==> src/rtl/plc_pkg.sv <==
// Shared encodings and constants for the link and transmit mode control
package plc_pkg;
   // Link control from negotiation, code 2'h3 is unused
   typedef enum logic [1:0] {
      LC_SCAN    = 2'h0,
      LC_DISABLE = 2'h1,
      LC_ENABLE  = 2'h2
   } plc_lctl_t;
   // Link status from the link monitor, code 2'h3 is unused
   typedef enum logic [1:0] {
      LS_FAIL  = 2'h0,
      LS_READY = 2'h1,
      LS_OK    = 2'h2
   } plc_lstat_t;
   // Transmit mode from PHY control, code 2'h3 is unused
   typedef enum logic [1:0] {
      TM_ZERO   = 2'h0,
      TM_IDLE   = 2'h1,
      TM_NORMAL = 2'h2
   } plc_txmode_t;
   localparam logic       CFG_SLAVE  = 1'b0;
   localparam logic       CFG_MASTER = 1'b1;
   // Quinary symbol levels, 3-bit two's complement
   localparam int         SYM_W  = 3;
   localparam logic [2:0] SYM_P2 = 3'h2;
   localparam logic [2:0] SYM_P1 = 3'h1;
   localparam logic [2:0] SYM_Z  = 3'h0;
   localparam logic [2:0] SYM_M1 = 3'h7;
   localparam logic [2:0] SYM_M2 = 3'h6;
   // Idle pattern generator
   localparam int          LFSR_W    = 15;
   localparam logic [14:0] LFSR_SEED = 15'h7FFF;
   localparam int          LFSR_TAPA = 14;
   localparam int          LFSR_TAPB = 13;
   // Register map of the negotiation controller
   localparam int         AXI_AW    = 4;
   localparam logic [3:0] REG_CTRL  = 4'h0;
   localparam logic [3:0] REG_STAT  = 4'h4;
   localparam logic [3:0] REG_IRQ   = 4'h8;
   localparam logic [3:0] REG_MASK  = 4'hC;
   localparam int         CTRL_W    = 3;
   localparam int         CTRL_AN   = 0;
   localparam int         CTRL_GO   = 1;
   localparam int         CTRL_MSTR = 2;
   localparam int         IRQ_W     = 3;
   localparam int         IRQ_FLP   = 0;
   localparam int         IRQ_UP    = 1;
   localparam int         IRQ_DOWN  = 2;
   localparam int         STAT_LS   = 0;
   localparam int         STAT_LC   = 2;
   localparam int         STAT_FLP  = 4;
   localparam logic [1:0] RESP_OKAY   = 2'h0;
   localparam logic [1:0] RESP_SLVERR = 2'h2;
endpackage

==> src/rtl/plc_if.sv <==
// Control and status link between negotiation logic and the PHY
`timescale 1ns/1ns
interface plc_if;
   logic [1:0] link_ctrl;   // Raw code, see plc_lctl_t
   logic       cfg_role;    // Negotiated role, 1 is master
   logic [1:0] link_status; // Raw code, see plc_lstat_t
   modport neg (output link_ctrl, output cfg_role, input link_status);
   modport phy (input link_ctrl, input cfg_role, output link_status);
endinterface

==> src/rtl/plc_neg.sv <==
// Negotiation end: link control sequencing under AXI4-Lite registers
`timescale 1ns/1ns
module plc_neg
   import plc_pkg::*;
(
   input  wire logic              clk,
   input  wire logic              rst_b,
   plc_if.neg                     lnk,
   input  wire logic              flp_detect,
   input  wire logic [AXI_AW-1:0] s_awaddr,
   input  wire logic              s_awvalid,
   output logic                   s_awready,
   input  wire logic [31:0]       s_wdata,
   input  wire logic [3:0]        s_wstrb,
   input  wire logic              s_wvalid,
   output logic                   s_wready,
   output logic [1:0]             s_bresp,
   output logic                   s_bvalid,
   input  wire logic              s_bready,
   input  wire logic [AXI_AW-1:0] s_araddr,
   input  wire logic              s_arvalid,
   output logic                   s_arready,
   output logic [31:0]            s_rdata,
   output logic [1:0]             s_rresp,
   output logic                   s_rvalid,
   input  wire logic              s_rready,
   output logic                   irq
);

   logic                flp_meta;
   logic                flp_sync;
   logic                flp_seen;
   logic                next_flp_seen;
   plc_lctl_t           state;
   plc_lctl_t           next_state;
   logic                role;
   logic                next_role;
   logic [1:0]          ls_q;
   logic [CTRL_W-1:0]   ctrl;
   logic [CTRL_W-1:0]   next_ctrl;
   logic [IRQ_W-1:0]    ists;
   logic [IRQ_W-1:0]    next_ists;
   logic [IRQ_W-1:0]    imask;
   logic [IRQ_W-1:0]    next_imask;
   logic [IRQ_W-1:0]    evt;
   logic [IRQ_W-1:0]    w1c;
   logic                aw_h;
   logic                w_h;
   logic [AXI_AW-1:0]   aw_a;
   logic [31:0]         w_d;
   logic                w_b0;
   logic                next_aw_h;
   logic                next_w_h;
   logic [AXI_AW-1:0]   next_aw_a;
   logic [31:0]         next_w_d;
   logic                next_w_b0;
   logic                next_bvalid;
   logic [1:0]          next_bresp;
   logic                next_rvalid;
   logic [31:0]         next_rdata;
   logic [1:0]          next_rresp;
   logic                wr_do;
   logic                next_irq;

   // Fast link pulse detect is a pin, two flops before use
   always_ff @(posedge clk) begin
      if (!rst_b) begin
         flp_meta <= 1'b0;
         flp_sync <= 1'b0;
      end else begin
         flp_meta <= flp_detect;
         flp_sync <= flp_meta;
      end
   end

   // Link control sequence
   always_comb begin
      next_state    = state;
      next_flp_seen = flp_seen | flp_sync;
      next_role     = role;
      if (!ctrl[CTRL_AN]) begin
         next_state    = LC_SCAN;
         next_flp_seen = 1'b0;
      end else begin
         unique case (state)
            LC_SCAN: begin
               if (flp_sync) begin
                  next_state = LC_DISABLE;
               end
            end
            LC_DISABLE: begin
               next_role = ctrl[CTRL_MSTR];
               if (ctrl[CTRL_GO]) begin
                  next_state = LC_ENABLE;
               end
            end
            LC_ENABLE: begin
               if (!ctrl[CTRL_GO]) begin
                  next_state = LC_DISABLE;
               end
            end
            default: next_state = LC_SCAN;
         endcase
      end
   end

   // Events: pulses first seen, link up, link lost
   assign evt[IRQ_FLP]  = flp_sync & ~flp_seen & ctrl[CTRL_AN];
   assign evt[IRQ_UP]   = lnk.link_status == LS_OK && ls_q != LS_OK;
   assign evt[IRQ_DOWN] = lnk.link_status == LS_FAIL && ls_q == LS_OK;

   // Write channel: address and data taken in either order
   assign s_awready = !aw_h && !s_bvalid;
   assign s_wready  = !w_h && !s_bvalid;
   assign s_arready = !s_rvalid;
   assign wr_do     = aw_h && w_h;
   assign w1c       = (wr_do && w_b0 && aw_a == REG_IRQ) ?
                      w_d[IRQ_W-1:0] : '0;

   // Bus write side and registers
   always_comb begin
      next_aw_h   = aw_h;
      next_w_h    = w_h;
      next_aw_a   = aw_a;
      next_w_d    = w_d;
      next_w_b0   = w_b0;
      next_bvalid = s_bvalid;
      next_bresp  = s_bresp;
      next_ctrl   = ctrl;
      next_imask  = imask;
      if (s_awvalid && s_awready) begin
         next_aw_h = 1'b1;
         next_aw_a = s_awaddr;
      end
      if (s_wvalid && s_wready) begin
         next_w_h  = 1'b1;
         next_w_d  = s_wdata;
         next_w_b0 = s_wstrb[0];
      end
      if (s_bvalid && s_bready) begin
         next_bvalid = 1'b0;
      end
      if (wr_do) begin
         next_aw_h   = 1'b0;
         next_w_h    = 1'b0;
         next_bvalid = 1'b1;
         next_bresp  = RESP_OKAY;
         unique case (aw_a)
            REG_CTRL: begin
               if (w_b0) begin
                  next_ctrl = w_d[CTRL_W-1:0];
               end
            end
            REG_MASK: begin
               if (w_b0) begin
                  next_imask = w_d[IRQ_W-1:0];
               end
            end
            REG_IRQ, REG_STAT: begin
            end
            default: next_bresp = RESP_SLVERR;
         endcase
      end
      // Set wins over a write-one clear in the same cycle
      next_ists = (ists & ~w1c) | evt;
      next_irq  = |(next_ists & next_imask);
   end

   // Bus read side
   always_comb begin
      next_rvalid = s_rvalid;
      next_rdata  = s_rdata;
      next_rresp  = s_rresp;
      if (s_rvalid && s_rready) begin
         next_rvalid = 1'b0;
      end
      if (s_arvalid && s_arready) begin
         next_rvalid = 1'b1;
         next_rresp  = RESP_OKAY;
         next_rdata  = '0;
         unique case (s_araddr)
            REG_CTRL: next_rdata[CTRL_W-1:0] = ctrl;
            REG_STAT: begin
               next_rdata[STAT_LS +: 2] = lnk.link_status;
               next_rdata[STAT_LC +: 2] = state;
               next_rdata[STAT_FLP]     = flp_seen;
            end
            REG_IRQ:  next_rdata[IRQ_W-1:0] = ists;
            REG_MASK: next_rdata[IRQ_W-1:0] = imask;
            default:  next_rresp = RESP_SLVERR;
         endcase
      end
   end

   // All state registered on every edge
   always_ff @(posedge clk) begin
      if (!rst_b) begin
         state    <= LC_SCAN;
         flp_seen <= 1'b0;
         role     <= CFG_SLAVE;
         ls_q     <= LS_FAIL;
         ctrl     <= '0;
         ists     <= '0;
         imask    <= '0;
         aw_h     <= 1'b0;
         w_h      <= 1'b0;
         aw_a     <= '0;
         w_d      <= '0;
         w_b0     <= 1'b0;
         s_bvalid <= 1'b0;
         s_bresp  <= RESP_OKAY;
         s_rvalid <= 1'b0;
         s_rdata  <= '0;
         s_rresp  <= RESP_OKAY;
         irq      <= 1'b0;
      end else begin
         state    <= next_state;
         flp_seen <= next_flp_seen;
         role     <= next_role;
         ls_q     <= lnk.link_status;
         ctrl     <= next_ctrl;
         ists     <= next_ists;
         imask    <= next_imask;
         aw_h     <= next_aw_h;
         w_h      <= next_w_h;
         aw_a     <= next_aw_a;
         w_d      <= next_w_d;
         w_b0     <= next_w_b0;
         s_bvalid <= next_bvalid;
         s_bresp  <= next_bresp;
         s_rvalid <= next_rvalid;
         s_rdata  <= next_rdata;
         s_rresp  <= next_rresp;
         irq      <= next_irq;
      end
   end

   assign lnk.link_ctrl = state;
   assign lnk.cfg_role  = role;

endmodule

==> src/flat_wrapper.sv <==
// flat-port wrapper written by rule: the top's interface ports become plain ports
module plc_neg_flat import plc_pkg::*;
  (clk, rst_b, flp_detect, s_awaddr, s_awvalid, s_awready, s_wdata, s_wstrb, s_wvalid, s_wready, s_bresp, s_bvalid, s_bready, s_araddr, s_arvalid, s_arready, s_rdata, s_rresp, s_rvalid, s_rready, irq, lnk_link_ctrl, lnk_cfg_role, lnk_link_status);
  plc_if lnk_i ();
  input  wire logic clk;
  input  wire logic rst_b;
  input  wire logic flp_detect;
  input  wire logic [AXI_AW-1:0] s_awaddr;
  input  wire logic s_awvalid;
  output logic s_awready;
  input  wire logic [31:0] s_wdata;
  input  wire logic [3:0] s_wstrb;
  input  wire logic s_wvalid;
  output logic s_wready;
  output logic [1:0] s_bresp;
  output logic s_bvalid;
  input  wire logic s_bready;
  input  wire logic [AXI_AW-1:0] s_araddr;
  input  wire logic s_arvalid;
  output logic s_arready;
  output logic [31:0] s_rdata;
  output logic [1:0] s_rresp;
  output logic s_rvalid;
  input  wire logic s_rready;
  output logic irq;
  output wire logic [$bits(lnk_i.link_ctrl)-1:0] lnk_link_ctrl;
  output wire logic [$bits(lnk_i.cfg_role)-1:0] lnk_cfg_role;
  input wire logic [$bits(lnk_i.link_status)-1:0] lnk_link_status;
  assign lnk_link_ctrl = lnk_i.link_ctrl;
  assign lnk_cfg_role = lnk_i.cfg_role;
  assign lnk_i.link_status = lnk_link_status;
  plc_neg u_core (.clk(clk), .rst_b(rst_b), .lnk(lnk_i), .flp_detect(flp_detect), .s_awaddr(s_awaddr), .s_awvalid(s_awvalid), .s_awready(s_awready), .s_wdata(s_wdata), .s_wstrb(s_wstrb), .s_wvalid(s_wvalid), .s_wready(s_wready), .s_bresp(s_bresp), .s_bvalid(s_bvalid), .s_bready(s_bready), .s_araddr(s_araddr), .s_arvalid(s_arvalid), .s_arready(s_arready), .s_rdata(s_rdata), .s_rresp(s_rresp), .s_rvalid(s_rvalid), .s_rready(s_rready), .irq(irq));
endmodule
==> config.mk <==
export PLATFORM = sky130hd
export DESIGN_NAME = plc_neg_flat
export DESIGN_NICKNAME = d
export VERILOG_FILES = /design/src/rtl/plc_pkg.sv /design/src/rtl/plc_if.sv /design/src/rtl/plc_neg.sv /design/src/flat_wrapper.sv
export SDC_FILE = /design/constraint.sdc
export NUM_CORES = 1
export LEC_CHECK = 0
export BUFFER_PORTS_ARGS = -buffer_cell sky130_fd_sc_hd__buf_4
export CAP_MARGIN = 20
export CORE_ASPECT_RATIO = 1.5
export CORE_UTILIZATION = 47
export DETAILED_ROUTE_END_ITERATION = 6
export PLACE_DENSITY_LB_ADDON = 0.1
export SLEW_MARGIN = 30
export SYNTH_ARGS = -nofsm -noshare
export SYNTH_HDL_FRONTEND = slang
export SYNTH_SLANG_ARGS = --single-unit
==> constraint.sdc <==
create_clock -name clk -period 3.3 [get_ports clk]
set_input_delay 0.33 -clock clk [delete_from_list [all_inputs] [get_ports clk]]
set_output_delay 0.33 -clock clk [all_outputs]
set_load 0.05 [all_outputs]
==> results by group <==
Flow run
  – Max_cap viols: 0

Cells and area
  – Seq. cell area: 740.7 sq um
  – Nets: 270
  – Final core occ: 0.5794
  – Layout area overhead: 15.56%
  – Antenna Cells: 0
  – Share of layout cells above drive strength 1: 0.2326
  – Fillers: 330
  – Multi-input gate area: 853.3 sq um

Critical path
  – Worst setup EP type: register
  – Levels on crit path: 4
  – CP max stage delay: 0.46 ns
  – Critical Path, Cell by Cell: nor3_1 -> and4bb_4 -> mux2i_1 -> nor2b_1
  – R2R depth: 4
  – Setup crit start kind: register
  – Crit path launch: u_core.aw_a[0]
  – WP buf/inv: 0
  – Maximum fanout along the worst path: 4
  – Crit path DAT: 1.71 ns
  – Reg2reg start: u_core.aw_a[0]
  – CP required: 3.48 ns
  – CP Class: reg2reg
  – Critical-path top delay cell: nor3_1
  – Crit path max-delay family: simple AND/OR/NAND/NOR gates

Yosys
  – Distinct cells, synth: 33
  – Post-synthesis register bit count: 37
  – Top post-synthesis cells by area: dfxtp_1, buf_4, nor2b_1, mux2i_1, mux4_2
  – Yosys warns: 0
  – Seq/Total Area, Yosys: 0.4244
  – Post-synth EDFFs: 0
  – Top-area cell type share of the netlist area: 0.4244
  – Async SR Flop Fraction: 0
  – Area of the mapped netlist: 1745 sq um
  – Cell taking the most area after synthesis: dfxtp_1
  – Synth Instances: 178
  – Synthesized area per cell: 9.806 sq um
  – Main synth FF type: dfxtp_1

Clocking
  – # hold bufs at CTS: 0
  – TritonCTS clock tree: done
  – Clk slew on worst S/H paths: 0.07 ns
  – Worst-skew pair later-pin latency: 0.29 ns
  – Clock Path Buffers: 2
  – CTS buffer count: 5
  – Setup Buffers After CTS: 0
  – Root buffer cell: clkbuf_8
  – Max H-tree Level: 2
  – Clk sink count: 37
  – Cts repair resizes: 0

Floorplan
  – Core box area: 3481 sq um
  – # IOs: 99
  – Core Rows: 26
  – Starting Density: 0.5014
  – Die Y: 76.64 um
  – Die X-Extent: 51.76 um
  – Die Area: 3966 sq um

Detailed routing
  – Initial DRC count: 21
  – Vias per inst: 4.981
  – WL per Instance: 12.79 um
  – # DRC: 0
  – Antenna-violating nets left: 0
  – Via count: 1280
  – Drt pass-1 iters: 4
  – Post-Route WL: 3.287 mm

Placed design
  – Gpl congestion: 0.7702
  – DP HPWL: 2.578 mm
  – Post-Place Setup Slack: 1.759 ns
  – # port buffers: 37

Run status
  – Status: finished, final reports clean

Worst hold path
  – HP Class: in2reg
  – Worst Hold Depth: 2
  – Hold Path Origin: flp_detect

Timing
  – RSZ-0062 raised after global routing: no
  – Slew Limit Fails: 0
  – Crit path time final: 1.536 ns
  – Final Hold Vio Count: 0
  – Total negative slack: 0 ns
  – Clock skew: 0.005314 ns
  – Crit share post-route: 0.4655
  – Setup slack after layout: 1.764 ns
  – Number of setup violations in the final report: 0
  – Max_slew headroom: 0.6241
  – Least-Margin Pin Slew: 0.5615 ns
  – Fmax: 651.0 MHz

Power and ir drop
  – Total power: 0.0009494 W
  – Peak supply drop: 0.3818 mV
  – Lkg Pwr: 0.8679 nW
  – Power Density: 470.7 nW/um^2

GRT
  – Gr usage total: 0.1852
  – Antenna violations before repair: 0
  – Pin count of the biggest net entering global routing: 37
  – Gr ovfl total: 0
  – Global-route wire length before repair: 5.437 mm
  – Vias in the first global route: 1196
-- layout make-up --
class / instances / area share
clock buffers: 5 / 0.03412
multi-input cells: 130 / 0.4231
flip-flops and latches: 37 / 0.3672
well taps: 42 / 0.02605
clock inverters: 1 / 0.002481
repair buffers: 37 / 0.1377
inverters: 5 / 0.009305
-- report_power, final --
part / internal, W / switching [W] / total [W]
logic: 0.0000530 / 0.000134 / 0.000187
clock network: 0.000139 / 0.000146 / 0.000285
registers: 0.000463 / 0.0000145 / 0.000477
-- metal layers --
layer	track usage	vias up	part of all wire
met5	0	-	0
met4	0.1027	0	0.032
met3	0.04192	8	0.050
met2	0.3377	52	0.55
met1	0.1816	595	0.36
li1	-	625	-
-- worst paths after layout --
path | endpoint | slack (ns)
hold / removal | u_core.flp_meta | 0.25
setup / recovery | u_core.ctrl[2] | 1.76
hold reg to reg | u_core.flp_sync | 0.45
setup reg to reg | u_core.ctrl[2] | 1.76
-- worst reg2reg max path, stage by stage (launching register included) --
cell and delay [ns]:
dfxtp_1 0.33, nor3_1 0.46, and4bb_4 0.37, mux2i_1 0.21, nor2b_1 0.06
-- layout by cell type, fill, tap and decap left out --
| cell | netlist | layout |
|---|---|---|
| a21boi_0 | 1 | 1 |
| a21oi_1 | 5 | 5 |
| a22oi_1 | 5 | 5 |
| a31oi_1 | 3 | 3 |
| and2_1 | 5 | 5 |
| and3b_1 | 2 | 2 |
| and4_1 | 1 | 1 |
| and4bb_4 | 1 | 1 |
| buf_4 | 29 | 37 |
| clkbuf_8 | 0 | 5 |
| clkinv_2 | 0 | 1 |
| conb_1 | 1 | 29 |
| dfxtp_1 | 37 | 37 |
| inv_1 | 5 | 5 |
| mux2i_1 | 12 | 12 |
| mux4_2 | 3 | 3 |
| nand2_1 | 5 | 5 |
| nand2b_1 | 2 | 2 |
| nand3_1 | 3 | 3 |
| nand3b_1 | 1 | 1 |
| nand4_1 | 1 | 1 |
| nor2_1 | 10 | 10 |
| nor2b_1 | 22 | 22 |
| nor3_1 | 4 | 4 |
| nor3b_1 | 3 | 3 |
| nor3b_2 | 1 | 1 |
| nor4b_2 | 1 | 1 |
| o211a_1 | 1 | 1 |
| o21a_1 | 5 | 5 |
| o221ai_1 | 1 | 1 |
| o221ai_2 | 1 | 1 |
| or3b_1 | 1 | 1 |
| xnor2_1 | 1 | 1 |
-- metrics by stage --
stage / std cells / hold slack, ns / instance area [sq um]
6_report: 257 / 0.2486 / 2017
5_1_grt: 257 / 0.2519 / 2017
4_1_cts: 257 / 0.2425 / 2017
3_5_place_dp: 251 / 0.4330 / 1943
3_3_place_gp: 251 / 0.4237 / 1943
2_1_floorplan: 206 / 0.4119 / 1851
-- synth_stat cells, types with 3 or more instances --
master     n
nor3b_1    3
buf_4     29
mux2i_1   12
a22oi_1    5
nand3_1    3
nor2_1    10
o21a_1     5
mux4_2     3
and2_1     5
dfxtp_1   37
nor3_1     4
nand2_1    5
a31oi_1    3
a21oi_1    5
inv_1      5
nor2b_1   22
clkbuf_1   4
-- logic make-up (layout without fill, tap and decap cells) --
family / after synthesis / after routing / synth area share
AND/OR/NAND/NOR: 63 / 63 / 0.2222
buffers and inverters: 39 / 48 / 0.1469
flip-flops: 37 / 37 / 0.4244
AO/OA/AOI/OAI: 22 / 22 / 0.09176
multiplexers: 15 / 15 / 0.1075
other: 1 / 29 / 0.002148
XOR/XNOR: 1 / 1 / 0.005019
-- flip-flops by register name, indices dropped and copies added, names as in the netlist, 2 cells and up --
signal	cells
u_core.s_rdata	5
u_core.aw_a	4
u_core.ctrl	3
u_core.imask	3
u_core.ists	3
u_core.w_d	3
u_core.lnk.link_ctrl	2
u_core.ls_q	2
(Power assumes the default switching activity.)
